## config.mk

```make
export PLATFORM = sky130hd
export DESIGN_NAME = ptc_paired_timer
export DESIGN_NICKNAME = d
export VERILOG_FILES = /design/src/ptc_paired_timer.v
export VERILOG_INCLUDE_DIRS = /design/src /design/src/src
export SDC_FILE = /design/constraint.sdc
export NUM_CORES = 1
export LEC_CHECK = 0
export ABC_AREA = 0
export BUFFER_PORTS_ARGS = -buffer_cell sky130_fd_sc_hd__buf_2
export CORE_ASPECT_RATIO = 2
export CORE_MARGIN = 4
export CORE_UTILIZATION = 50
export CTS_BUF_LIST = sky130_fd_sc_hd__clkbuf_8
export DETAILED_ROUTE_END_ITERATION = 8
export PLACE_DENSITY = 0.74
export SYNTH_ARGS = -nofsm -noshare
export SYNTH_HDL_FRONTEND = slang
export SYNTH_SLANG_ARGS = --single-unit
```

## constraint.sdc

```tcl
create_clock -name clk -period 4.3 [get_ports clk]
set_input_delay 0.86 -clock clk [delete_from_list [all_inputs] [get_ports clk]]
set_output_delay 0.86 -clock clk [all_outputs]
set_load 0.05 [all_outputs]
```

## src/ptc_defines.vh

```
// Constants for the paired timer control block: register map, field
// positions, reset values and prescale terminal counts.
// Assumes inclusion by bare name from the block's design file and its control bench.
`ifndef PTC_DEFINES_VH
`define PTC_DEFINES_VH

// Register byte offsets (one aligned word each)
`define PTC_OFS_EVEN_CTRL 6'h00
`define PTC_OFS_ODD_CTRL 6'h04
`define PTC_OFS_EVEN_CNT 6'h08
`define PTC_OFS_ODD_CNT 6'h0C
`define PTC_OFS_EVEN_PER 6'h10
`define PTC_OFS_ODD_PER 6'h14
`define PTC_OFS_STATUS 6'h18

// Control field positions
`define PTC_RUN 15
`define PTC_IDLE_STOP 13
`define PTC_XSEL_HI 9
`define PTC_XSEL_LO 8
`define PTC_GATE 6
`define PTC_PRE_HI 5
`define PTC_PRE_LO 4
`define PTC_JOIN 3
`define PTC_CSRC 1

// Implemented bit masks; everything else reads zero
`define PTC_EVEN_MASK 16'hA37A
`define PTC_ODD_MASK 16'hA372
`define PTC_CTRL_RST 16'h0000
`define PTC_CNT_RST 16'h0000
`define PTC_PER_RST 16'hFFFF

// Extended clock select codes
`define PTC_XSEL_SECONDARY_OSCILLATOR 2'h0
`define PTC_XSEL_PIN 2'h1
`define PTC_XSEL_LOW_POWER_RC_OSCILLATOR 2'h2
`define PTC_XSEL_GEN 2'h3

// Prescale codes and terminal counts (ratio minus one)
`define PTC_PRE_1 2'h0
`define PTC_PRE_8 2'h1
`define PTC_PRE_64 2'h2
`define PTC_PRE_256 2'h3
`define PTC_TC_1 8'h00
`define PTC_TC_8 8'h07
`define PTC_TC_64 8'h3F
`define PTC_TC_256 8'hFF

// AHB transfer and status bit positions
`define PTC_HTRANS_NSEQ 1
`define PTC_ST_EVEN 0
`define PTC_ST_ODD 1

`endif

```

## src/ptc_paired_timer.v

```verilog
// Paired 16-bit timers that can join into one 32-bit timer, with an
// AHB-Lite register slave, clock source select, gating and prescale.
// Assumes every input is synchronous to clk and clk is the Fosc/2 rate.
//
// Decided for this implementation: the AHB-Lite interface to the registers and the address map.
`timescale 1ns/1ps
`default_nettype none
`include "ptc_defines.vh"

// Behaviour
// - Even run bit runs pair or even
// - Idle-stop bit halts timer during idle
// - Extended select picks external clock source
// - Clock-source zero uses internal Fosc/2
// - Gate enable works only with internal clock
// - Prescale 1, 8, 64 or 256
// - Control write while running clears prescaler
// - Join bit makes one 32-bit timer
// - Odd control ignored while joined
// - Odd run bit runs odd alone
// - Odd clock-source selects external edges
// - Unimplemented control bits read zero
// - Even low half, odd high half
// - Joined match flags the odd timer
// - Period split odd high, even low
module ptc_paired_timer (
	input wire clk,
	input wire rst,
	input wire hsel,
	input wire [31:0] haddr,
	input wire [1:0] htrans,
	input wire hwrite,
	input wire [2:0] hsize,
	input wire [31:0] hwdata,
	input wire hready,
	output reg [31:0] hrdata,
	output reg hreadyout,
	output reg hresp,
	input wire idleMode,
	input wire secondaryOscillator,
	input wire lowPowerRcOscillator,
	input wire genericExternalTimerInput,
	input wire evenTimerClockPin,
	input wire oddTimerClockPin,
	input wire evenGateIn,
	input wire oddGateIn,
	output reg evenMatch,
	output reg oddMatch
);

	// Register state
	reg [15:0] evenCtrl_ff; // Even control word
	reg [15:0] oddCtrl_ff; // Odd control word
	reg [15:0] evenCnt_ff; // Low count half
	reg [15:0] oddCnt_ff; // High count half
	reg [15:0] evenPer_ff; // Low period half
	reg [15:0] oddPer_ff; // High period half
	reg [1:0] status_ff; // Sticky match flags

	// Bus data-phase state
	reg wrPend_ff; // Write data phase pending
	reg rdPend_ff; // Read data phase pending
	reg [5:0] addr_ff; // Latched word offset

	// External edge history, one per source
	reg [4:0] srcPrev_ff;
	wire [4:0] srcNow;
	wire [4:0] srcRise;

	// Per-timer effective controls and ticks
	wire joined;
	wire [15:0] effCtrl [0:1];
	wire [1:0] gateIn;
	wire [1:0] pinRise;
	wire [1:0] tick;
	wire [1:0] ctrlWrRun;

	// Bus decode
	wire addrPhase;
	wire wrEven;
	wire wrOdd;

	assign addrPhase = hsel & htrans[`PTC_HTRANS_NSEQ] & hready;
	assign wrEven = wrPend_ff & (addr_ff == `PTC_OFS_EVEN_CTRL);
	assign wrOdd = wrPend_ff & (addr_ff == `PTC_OFS_ODD_CTRL);

	// Join bit lives only in the even word
	assign joined = evenCtrl_ff[`PTC_JOIN];
	// Joined pair takes every setting from the even word
	assign effCtrl[0] = evenCtrl_ff;
	assign effCtrl[1] = joined ? evenCtrl_ff : oddCtrl_ff;

	// Edge detect on plain synchronous inputs
	assign srcNow = {genericExternalTimerInput, lowPowerRcOscillator, secondaryOscillator,
		oddTimerClockPin, evenTimerClockPin};
	assign srcRise = srcNow & ~srcPrev_ff;
	assign pinRise = srcRise[1:0];
	assign gateIn = {oddGateIn, evenGateIn};

	// Source edge history
	always @(posedge clk or posedge rst) begin
		if (rst) begin
			srcPrev_ff <= 5'h00;
		end else begin
			srcPrev_ff <= srcNow;
		end
	end

	// A write to a running timer's control word counts as a restart
	assign ctrlWrRun[0] = wrEven & evenCtrl_ff[`PTC_RUN];
	assign ctrlWrRun[1] = wrOdd & oddCtrl_ff[`PTC_RUN] & ~joined;

	// Clock select, gate and prescale for each timer
	genvar gi;
	generate
		for (gi = 0; gi < 2; gi = gi + 1) begin : g_tmr
			reg [7:0] pre_ff; // Prescale counter
			reg [7:0] nxt_pre;
			reg [7:0] preTc;
			reg rawTick;
			reg running;
			reg extEdge;

			// Source and enable selection
			always @* begin
				// Even timer's source drives the joined pair
				running = effCtrl[gi][`PTC_RUN];
				if (effCtrl[gi][`PTC_IDLE_STOP] && idleMode) begin
					running = 1'b0;
				end
				case (effCtrl[gi][`PTC_XSEL_HI:`PTC_XSEL_LO])
					`PTC_XSEL_GEN: extEdge = srcRise[4];
					`PTC_XSEL_LOW_POWER_RC_OSCILLATOR: extEdge = srcRise[3];
					`PTC_XSEL_PIN: extEdge = pinRise[gi];
					`PTC_XSEL_SECONDARY_OSCILLATOR: extEdge = srcRise[2];
					default: extEdge = 1'b0;
				endcase
				if (effCtrl[gi][`PTC_CSRC]) begin
					// Gate is ignored for external sources
					rawTick = extEdge;
				end else if (effCtrl[gi][`PTC_GATE]) begin
					// Accumulate internal clocks while gate is high
					rawTick = gateIn[gi];
				end else begin
					rawTick = 1'b1;
				end
				case (effCtrl[gi][`PTC_PRE_HI:`PTC_PRE_LO])
					`PTC_PRE_1: preTc = `PTC_TC_1;
					`PTC_PRE_8: preTc = `PTC_TC_8;
					`PTC_PRE_64: preTc = `PTC_TC_64;
					`PTC_PRE_256: preTc = `PTC_TC_256;
					default: preTc = `PTC_TC_1;
				endcase
				nxt_pre = pre_ff;
				if (ctrlWrRun[gi]) begin
					nxt_pre = 8'h00;
				end else if (running && rawTick) begin
					nxt_pre = (pre_ff >= preTc) ? 8'h00 : pre_ff + 8'h01;
				end
			end

			// Tick on the input edge that completes the ratio
			assign tick[gi] = running & rawTick & (pre_ff >= preTc) & ~ctrlWrRun[gi];

			// Prescale counter
			always @(posedge clk or posedge rst) begin
				if (rst) begin
					pre_ff <= 8'h00;
				end else begin
					pre_ff <= nxt_pre;
				end
			end
		end
	endgenerate

	// Count, period and match
	reg [15:0] nxt_evenCnt;
	reg [15:0] nxt_oddCnt;
	reg nxt_evenMatch;
	reg nxt_oddMatch;

	// Software count writes win over counting in the same cycle
	always @* begin
		nxt_evenCnt = evenCnt_ff;
		nxt_oddCnt = oddCnt_ff;
		nxt_evenMatch = 1'b0;
		nxt_oddMatch = 1'b0;
		if (joined) begin
			// Even half is low word, odd half high word
			if (tick[0]) begin
				if ({oddCnt_ff, evenCnt_ff} == {oddPer_ff, evenPer_ff}) begin
					nxt_evenCnt = `PTC_CNT_RST;
					nxt_oddCnt = `PTC_CNT_RST;
					nxt_oddMatch = 1'b1;
				end else begin
					{nxt_oddCnt, nxt_evenCnt} = {oddCnt_ff, evenCnt_ff} + 32'h0000_0001;
				end
			end
		end else begin
			// Two independent halves
			if (tick[0]) begin
				if (evenCnt_ff == evenPer_ff) begin
					nxt_evenCnt = `PTC_CNT_RST;
					nxt_evenMatch = 1'b1;
				end else begin
					nxt_evenCnt = evenCnt_ff + 16'h0001;
				end
			end
			if (tick[1]) begin
				if (oddCnt_ff == oddPer_ff) begin
					nxt_oddCnt = `PTC_CNT_RST;
					nxt_oddMatch = 1'b1;
				end else begin
					nxt_oddCnt = oddCnt_ff + 16'h0001;
				end
			end
		end
		if (wrPend_ff && addr_ff == `PTC_OFS_EVEN_CNT) begin
			nxt_evenCnt = hwdata[15:0];
		end
		if (wrPend_ff && addr_ff == `PTC_OFS_ODD_CNT) begin
			nxt_oddCnt = hwdata[15:0];
		end
	end

	// Registers and match events
	always @(posedge clk or posedge rst) begin
		if (rst) begin
			evenCtrl_ff <= `PTC_CTRL_RST;
			oddCtrl_ff <= `PTC_CTRL_RST;
			evenCnt_ff <= `PTC_CNT_RST;
			oddCnt_ff <= `PTC_CNT_RST;
			evenPer_ff <= `PTC_PER_RST;
			oddPer_ff <= `PTC_PER_RST;
			status_ff <= 2'h0;
			evenMatch <= 1'b0;
			oddMatch <= 1'b0;
		end else begin
			evenCnt_ff <= nxt_evenCnt;
			oddCnt_ff <= nxt_oddCnt;
			evenMatch <= nxt_evenMatch;
			oddMatch <= nxt_oddMatch;
			if (wrEven) begin
				evenCtrl_ff <= hwdata[15:0] & `PTC_EVEN_MASK;
			end
			if (wrOdd) begin
				oddCtrl_ff <= hwdata[15:0] & `PTC_ODD_MASK;
			end
			if (wrPend_ff && addr_ff == `PTC_OFS_EVEN_PER) begin
				evenPer_ff <= hwdata[15:0];
			end
			if (wrPend_ff && addr_ff == `PTC_OFS_ODD_PER) begin
				oddPer_ff <= hwdata[15:0];
			end
			// Write one to clear; a new match in the same cycle wins
			if (wrPend_ff && addr_ff == `PTC_OFS_STATUS) begin
				status_ff <= (status_ff & ~hwdata[1:0]) | {nxt_oddMatch, nxt_evenMatch};
			end else begin
				status_ff <= status_ff | {nxt_oddMatch, nxt_evenMatch};
			end
		end
	end

	// Read mux, sampled one cycle after the address phase so that a
	// write in the previous data phase is already visible
	reg [31:0] rdMux;
	always @* begin
		case (addr_ff)
			`PTC_OFS_EVEN_CTRL: rdMux = {16'h0000, evenCtrl_ff};
			`PTC_OFS_ODD_CTRL: rdMux = {16'h0000, oddCtrl_ff};
			`PTC_OFS_EVEN_CNT: rdMux = {16'h0000, evenCnt_ff};
			`PTC_OFS_ODD_CNT: rdMux = {16'h0000, oddCnt_ff};
			`PTC_OFS_EVEN_PER: rdMux = {16'h0000, evenPer_ff};
			`PTC_OFS_ODD_PER: rdMux = {16'h0000, oddPer_ff};
			`PTC_OFS_STATUS: rdMux = {30'h0000_0000, status_ff};
			default: rdMux = 32'h0000_0000; // Unmapped reads zero
		endcase
	end

	// AHB-Lite slave: writes take no wait, reads one wait state
	always @(posedge clk or posedge rst) begin
		if (rst) begin
			wrPend_ff <= 1'b0;
			rdPend_ff <= 1'b0;
			addr_ff <= 6'h00;
			hrdata <= 32'h0000_0000;
			hreadyout <= 1'b1;
			hresp <= 1'b0;
		end else begin
			hresp <= 1'b0; // Always OKAY
			if (rdPend_ff) begin
				// Wait state over, present data
				hrdata <= rdMux;
				hreadyout <= 1'b1;
				rdPend_ff <= 1'b0;
				wrPend_ff <= 1'b0;
			end else if (addrPhase) begin
				addr_ff <= {haddr[5:2], 2'h0};
				wrPend_ff <= hwrite;
				rdPend_ff <= ~hwrite;
				hreadyout <= hwrite;
			end else begin
				wrPend_ff <= 1'b0;
			end
		end
	end

endmodule
`default_nettype wire

```

Word level (Yosys, flattened, before mapping)

Cells that the tools add are included.

Flip-flop bits (word level): 145
Bits in latches: 0
Memory bits (writable): 0
Memory bits (read-only): 0
Input port bits: 82
Output and inout port bits: 36
Word-level logic and storage cells: 136
Memories kept: 0

Add/sub/neg operators: 5
Multipliers: 0
Div/mod/pow operators: 0
Magnitude comparators: 2
Equality and inequality tests: 22
Shift operators: 0
Mux-type cells: 45
Bitwise logic cells: 24
Reduce and logical (&&, ||, !) cells: 21

Operators by type and width:

| cell                  | count |
|---|---|
| $mux 16               | 13 |
| $pmux 16 s7           | 1 |
| $pmux 8 s4            | 2 |
| $mux 8                | 6 |
| $add 16x1->16 const B | 2 |
| $add 32x1->32 const B | 1 |
| $eq 16x16->1          | 2 |
| $eq 32x32->1          | 1 |
| $mux 1                | 20 |
| $add 8x1->8 const B   | 2 |
| $eq 2x2->1 const B    | 8 |
| $ge 8x8->1            | 2 |
| $and 1x1->1           | 13 |
| $eq 4x3->1 const B    | 3 |
| $logic_and 1x1->1     | 9 |
| $eq 2x1->1 const B    | 4 |
| $eq 4x2->1 const B    | 2 |
| $logic_not 2->1       | 4 |
| $pmux 1 s4            | 2 |
| $reduce_bool 2->1     | 4 |
| $logic_not 6->1       | 1 |
| $and 5x5->5           | 1 |
| $not 1->1             | 5 |
| $not 5->5             | 1 |
| other kinds (8)       | 10 |

Depth between registers and ports, before layout

Word-level depth: 11
Gate-level depth with buffers: 14
Gate-level depth less buffers: 10

Least setup slack after synthesis

No wires, ideal clock.

Path type: reg-to-reg
From: reg evenCtrl_ff[3]
To: reg oddCnt_ff[1]
Setup time: 0.125 ns
Arrival time: 3.027 ns
Data required time: 4.175 ns
Slack: 1.149 ns
Stages on the path, launching flop included: 13
Buffers on the path: 3
Clock period less this slack: 3.151 ns
Cell sequence: dfrtp_1 -> buf_6 -> buf_4 -> clkbuf_1 -> mux2i_1 -> or2_2 -> ha_1 -> and3_1 -> nand3_1 -> o31ai_1 -> nand3_1 -> o21ai_2 -> mux2_2

Cells in the longest elaborated chain, start to end: 9
Elaborated cells on any way between the ends: 27
Those cells by class: order compare (1); eq/ne (7); mux (8); bitwise (6); reduce/logical (5)

RTL lines:

| element                                            | line                   | source |
|---|---|---|
| start, declared                                    | ptc_paired_timer.v:52  | `reg [15:0] evenCtrl_ff;` |
| start signal, assigned                             | ptc_paired_timer.v:229 | `` evenCtrl_ff <= `PTC_CTRL_RST; `` |
| start signal, assigned                             | ptc_paired_timer.v:244 | `` evenCtrl_ff <= hwdata[15:0] & `PTC_EVEN_MASK; `` |
| branches (longest 9 deep; another with $ge 8x8->1) | n/a                    |  |
| end signal, assigned                               | ptc_paired_timer.v:232 | `` oddCnt_ff <= `PTC_CNT_RST; `` |
| end signal, assigned                               | ptc_paired_timer.v:240 | `oddCnt_ff <= nxt_oddCnt;` |
| end, declared                                      | ptc_paired_timer.v:55  | `reg [15:0] oddCnt_ff;` |

Parallel ways; which one is timed is not known.
A chain may end at the register's enable or synchronous reset.

Worst setup path after layout

From: reg evenCtrl_ff[5]
To: reg oddCnt_ff[10]

Cells in the longest elaborated chain, start to end: 8
Elaborated cells on any way between the ends: 20
Those cells by class: order compare (2); eq/ne (7); mux (3); bitwise (4); reduce/logical (4)

RTL lines:

| element                                  | line                   | source |
|---|---|---|
| $mux 16                                  | ptc_paired_timer.v:91  | `assign effCtrl[1] = joined ? evenCtrl_ff : oddCtrl_ff;` |
| $eq 2x2->1, or another cell as far along | ptc_paired_timer.v:147 | `` case (effCtrl[gi][`PTC_PRE_HI:`PTC_PRE_LO]) `` |
| $pmux 8 s4                               | ptc_paired_timer.v:147 |  |
| $ge 8x8->1                               | ptc_paired_timer.v:163 | `assign tick[gi] = running & rawTick & (pre_ff >= preTc) & ~ctrlWrRun[gi];` |
| $and 1x1->1 (2 in series)                | ptc_paired_timer.v:163 |  |
| $reduce_bool 3->1 (no line)              | n/a                    |  |
| $reduce_and 2->1 (no line) (*)           | n/a                    |  |

Every way passes the cells marked *; elsewhere a longest branch is shown, timed or not.

==> metrics <==
Vias=approximately 6500; DRC violations left=0; cell count after synthesis=770; post-synthesis cell area=7660 sq um; CP endpoint kind=flip-flop; post-CTS setup buffers=0; Main synth FF type=dfrtp_1; design area=8430 sq um; post-layout min period=3.29 ns; Slew Viols, Final=0; Detailed Place HPWL=16600 microns; vias per std cell=6.38; port bufs=between 50 and 60; Yosys cell types=73; Max VDD drop=around 0.3 mV; dominant cell type by area after synthesis=dfrtp_1; clock buffer depth=2; row cnt=63; Mapped Avg Cell Area=9.95 sq um; Final ANT Viol Nets=0; Sink Count=129; CP Max Fanout=17; GPL Wtd Cong=0.981; Min-Delay Path Class=input port to async pin; Die ar.=17500 sq um; worst-margin pin slew=0.993 ns; pwr/cell area=around 540 nW/um^2; Syn-to-layout area delta=10.1%; I/O Pins=118; Fmax=304 MHz; Final Hold Viols=0; worst hold slack=0.448 ns; largest net degree at the start of global routing=60; top cells by area, synth=dfrtp_1, dfstp_2, mux2_2; WL per Instance=22.1 microns; CP Launch Type=flip-flop; RSZ-0062 raised after global routing=no; CP Data Arrival Time=3.65 ns; slowest CP cell=dfrtp_1; placed cell area=8030 sq um; status=complete, no violations; max incr delay on CP=0.47 ns; Core Region=roughly 15000 sq um; initial antenna violation count=0; Setup Viol. Count Final=0; H-tree levels=4; kind of critical path=flip-flop to flip-flop; CP dominant cell by count=nand3_1; most frequent cell after synthesis=dfrtp_1; Total Routing Usage GR=0.272; GR Overflow Total=0; Clock Latency Late Sink=0.45 ns; relative slew slack=0.337; ant diodes=0; final period utilization=0.764; top-area cell type share of the netlist area=0.314; number of synthesized flops with an enable pin=0; Iteration-0 DRC Markers=503; crit-path cells=mux2i_1, or2_2, ha_1, and3_1, nand3_1, o31ai_1, nand3_1, o21ai_2, buf_4, a21oi_1, a31oi_1; Seq/Total Area, Yosys=0.427; post-CTS resize count=0; Num CTS Buffers=17; yosys warns=0; first-pass GRT wire length=35800 microns; ys async rst share=1.00; clock-pin slew on the worst setup and hold paths=0.08 ns; layout cells sized above 1=0.255; root buf cell=clkbuf_8; Max Cap Viol=0; Yosys reg bits=129; setup TNS=0 ns; Initial Util=0.514; Critical Path RT=4.66 ns; Final nets=912; post-route setup slack=1.01 ns; Die Ht=183 microns; total wire length=22600 microns; Fillers=1319; Leakage=3.63 nW; vias in the first global route=6508; clk_skew=approximately 0.015 ns; router iterations before antenna repair=6; synth cell count leaders=dfrtp_1, mux2_2, nor2_1, nand2_1, xnor2_1; die width=around 96 microns; CTS tree=built; Place WS=1.05 ns; hold buffer count at cts=0
## cell type report
cell class / instances / area [sq um] / share of cell area
Clock buffer: 21 / 289 / 0.0343
Tap cell: 195 / 244 / 0.0289
Timing Repair Buffer: 70 / 408 / 0.0484
Clock inverter: 11 / 113 / 0.0134
Multi-Input combinational cell: 577 / 4040 / 0.479
Sequential cell: 129 / 3270 / 0.388
Inverter: 19 / 73.8 / 0.00875
## sequential cells by signal, indices dropped and copies added, names as in the netlist
signal        count
hreadyout         1
hrdata           16
evenCnt_ff       16
oddCnt_ff        16
evenMatch         1
status_ff         2
g_tmr.pre_ff     16
evenCtrl_ff       9
addr_ff           4
evenPer_ff       16
wrPend_ff         1
rdPend_ff         1
oddPer_ff        16
oddCtrl_ff        8
srcPrev_ff        5
oddMatch          1
## layout by cell type (no fill, tap or decap), drive strengths merged, types with 5 or more instances in the layout
cell type,count
o221ai,8
nor2b,8
nand2b,8
xnor2,37
dfrtp,96
a31oi,20
or2,5
and3,14
ha,16
a221oi,13
nor3,11
o21a,8
o21ai,31
and2,5
o2bb2ai,12
nand3,25
inv,20
clkbuf,21
a21o,16
a22o,8
conb,17
nand4,21
mux2,56
dfstp,33
nand2,54
a22oi,26
nor4,8
nor2,56
nand3b,5
or3,5
a21oi,30
buf,70
## power by group
group | total, mW | switching (mW) | internal [mW] | leakage (nW)
combinational | 1.54 | 0.872 | 0.665 | 1.89
clock | 1.07 | 0.502 | 0.569 | 0.202
sequential | 1.98 | 0.458 | 1.52 | 1.53
## logic make-up after synthesis
| logic type | Yosys count | share of synthesized area |
|---|---|---|
| compound gates | 204 | 0.189 |
| xor+xnor | 41 | 0.0469 |
| fa+ha+maj | 16 | 0.0261 |
| buf+inv | 80 | 0.0555 |
| flops | 129 | 0.427 |
| mux | 60 | 0.0880 |
| other cells | 1 | 0.000490 |
| simple gates | 239 | 0.167 |
## path summary, 6_finish.rpt
check                                            from                          to  slack [ns]  cells past startpoint
setup reg to reg           evenCtrl_ff[5]$_DFFE_PP0P_   oddCnt_ff[10]$_DFFE_PP0P_        1.01                     11
hold reg to reg                 hrdata[9]$_DFFE_PP0P_       hrdata[9]$_DFFE_PP0P_        0.48                      1
max in group asynchronous                         rst  evenPer_ff[13]$_DFFE_PP1P_        2.98                      3
hold / removal                                    rst   evenCnt_ff[9]$_DFFE_PP0P_        0.45                      2
setup / recovery           evenCtrl_ff[5]$_DFFE_PP0P_   oddCnt_ff[10]$_DFFE_PP0P_        1.01                     11
min in group clk                hrdata[9]$_DFFE_PP0P_       hrdata[9]$_DFFE_PP0P_        0.48                      1
## metrics by stage
stage | std cells | power (mW) | utilization
5_1_grt | 1022 | 4.83 | 0.566
4_1_cts | 1022 | 4.57 | 0.566
2_1_floorplan | 786 | 3.06 | -
3_3_place_gp | 990 | 3.46 | 0.539
6_report | 1022 | 4.58 | 0.566
3_5_place_dp | 990 | 3.50 | 0.539
## metal layers
layer,wire length (microns),GRT usage,vias up
li1,-,-,2901
met1,7780,0.289,3199
met2,11600,0.467,295
met3,1330,0.0464,122
met4,1920,0.201,0
met5,0,0,-
## worst max-delay path: cells and delay by family (launching register included)
| kind | cells | cell delay, ns |
|---|---|---|
| AO/OA/AOI/OAI | 4 | 1.14 |
| AND/OR/NAND/NOR | 4 | 0.78 |
| flip-flops | 1 | 0.47 |
| adder cells (fa/ha/maj) | 1 | 0.29 |
| multiplexers | 1 | 0.19 |
| buffers and inverters | 1 | 0.32 |
Note: power is estimated with default switching activity, not from simulation.
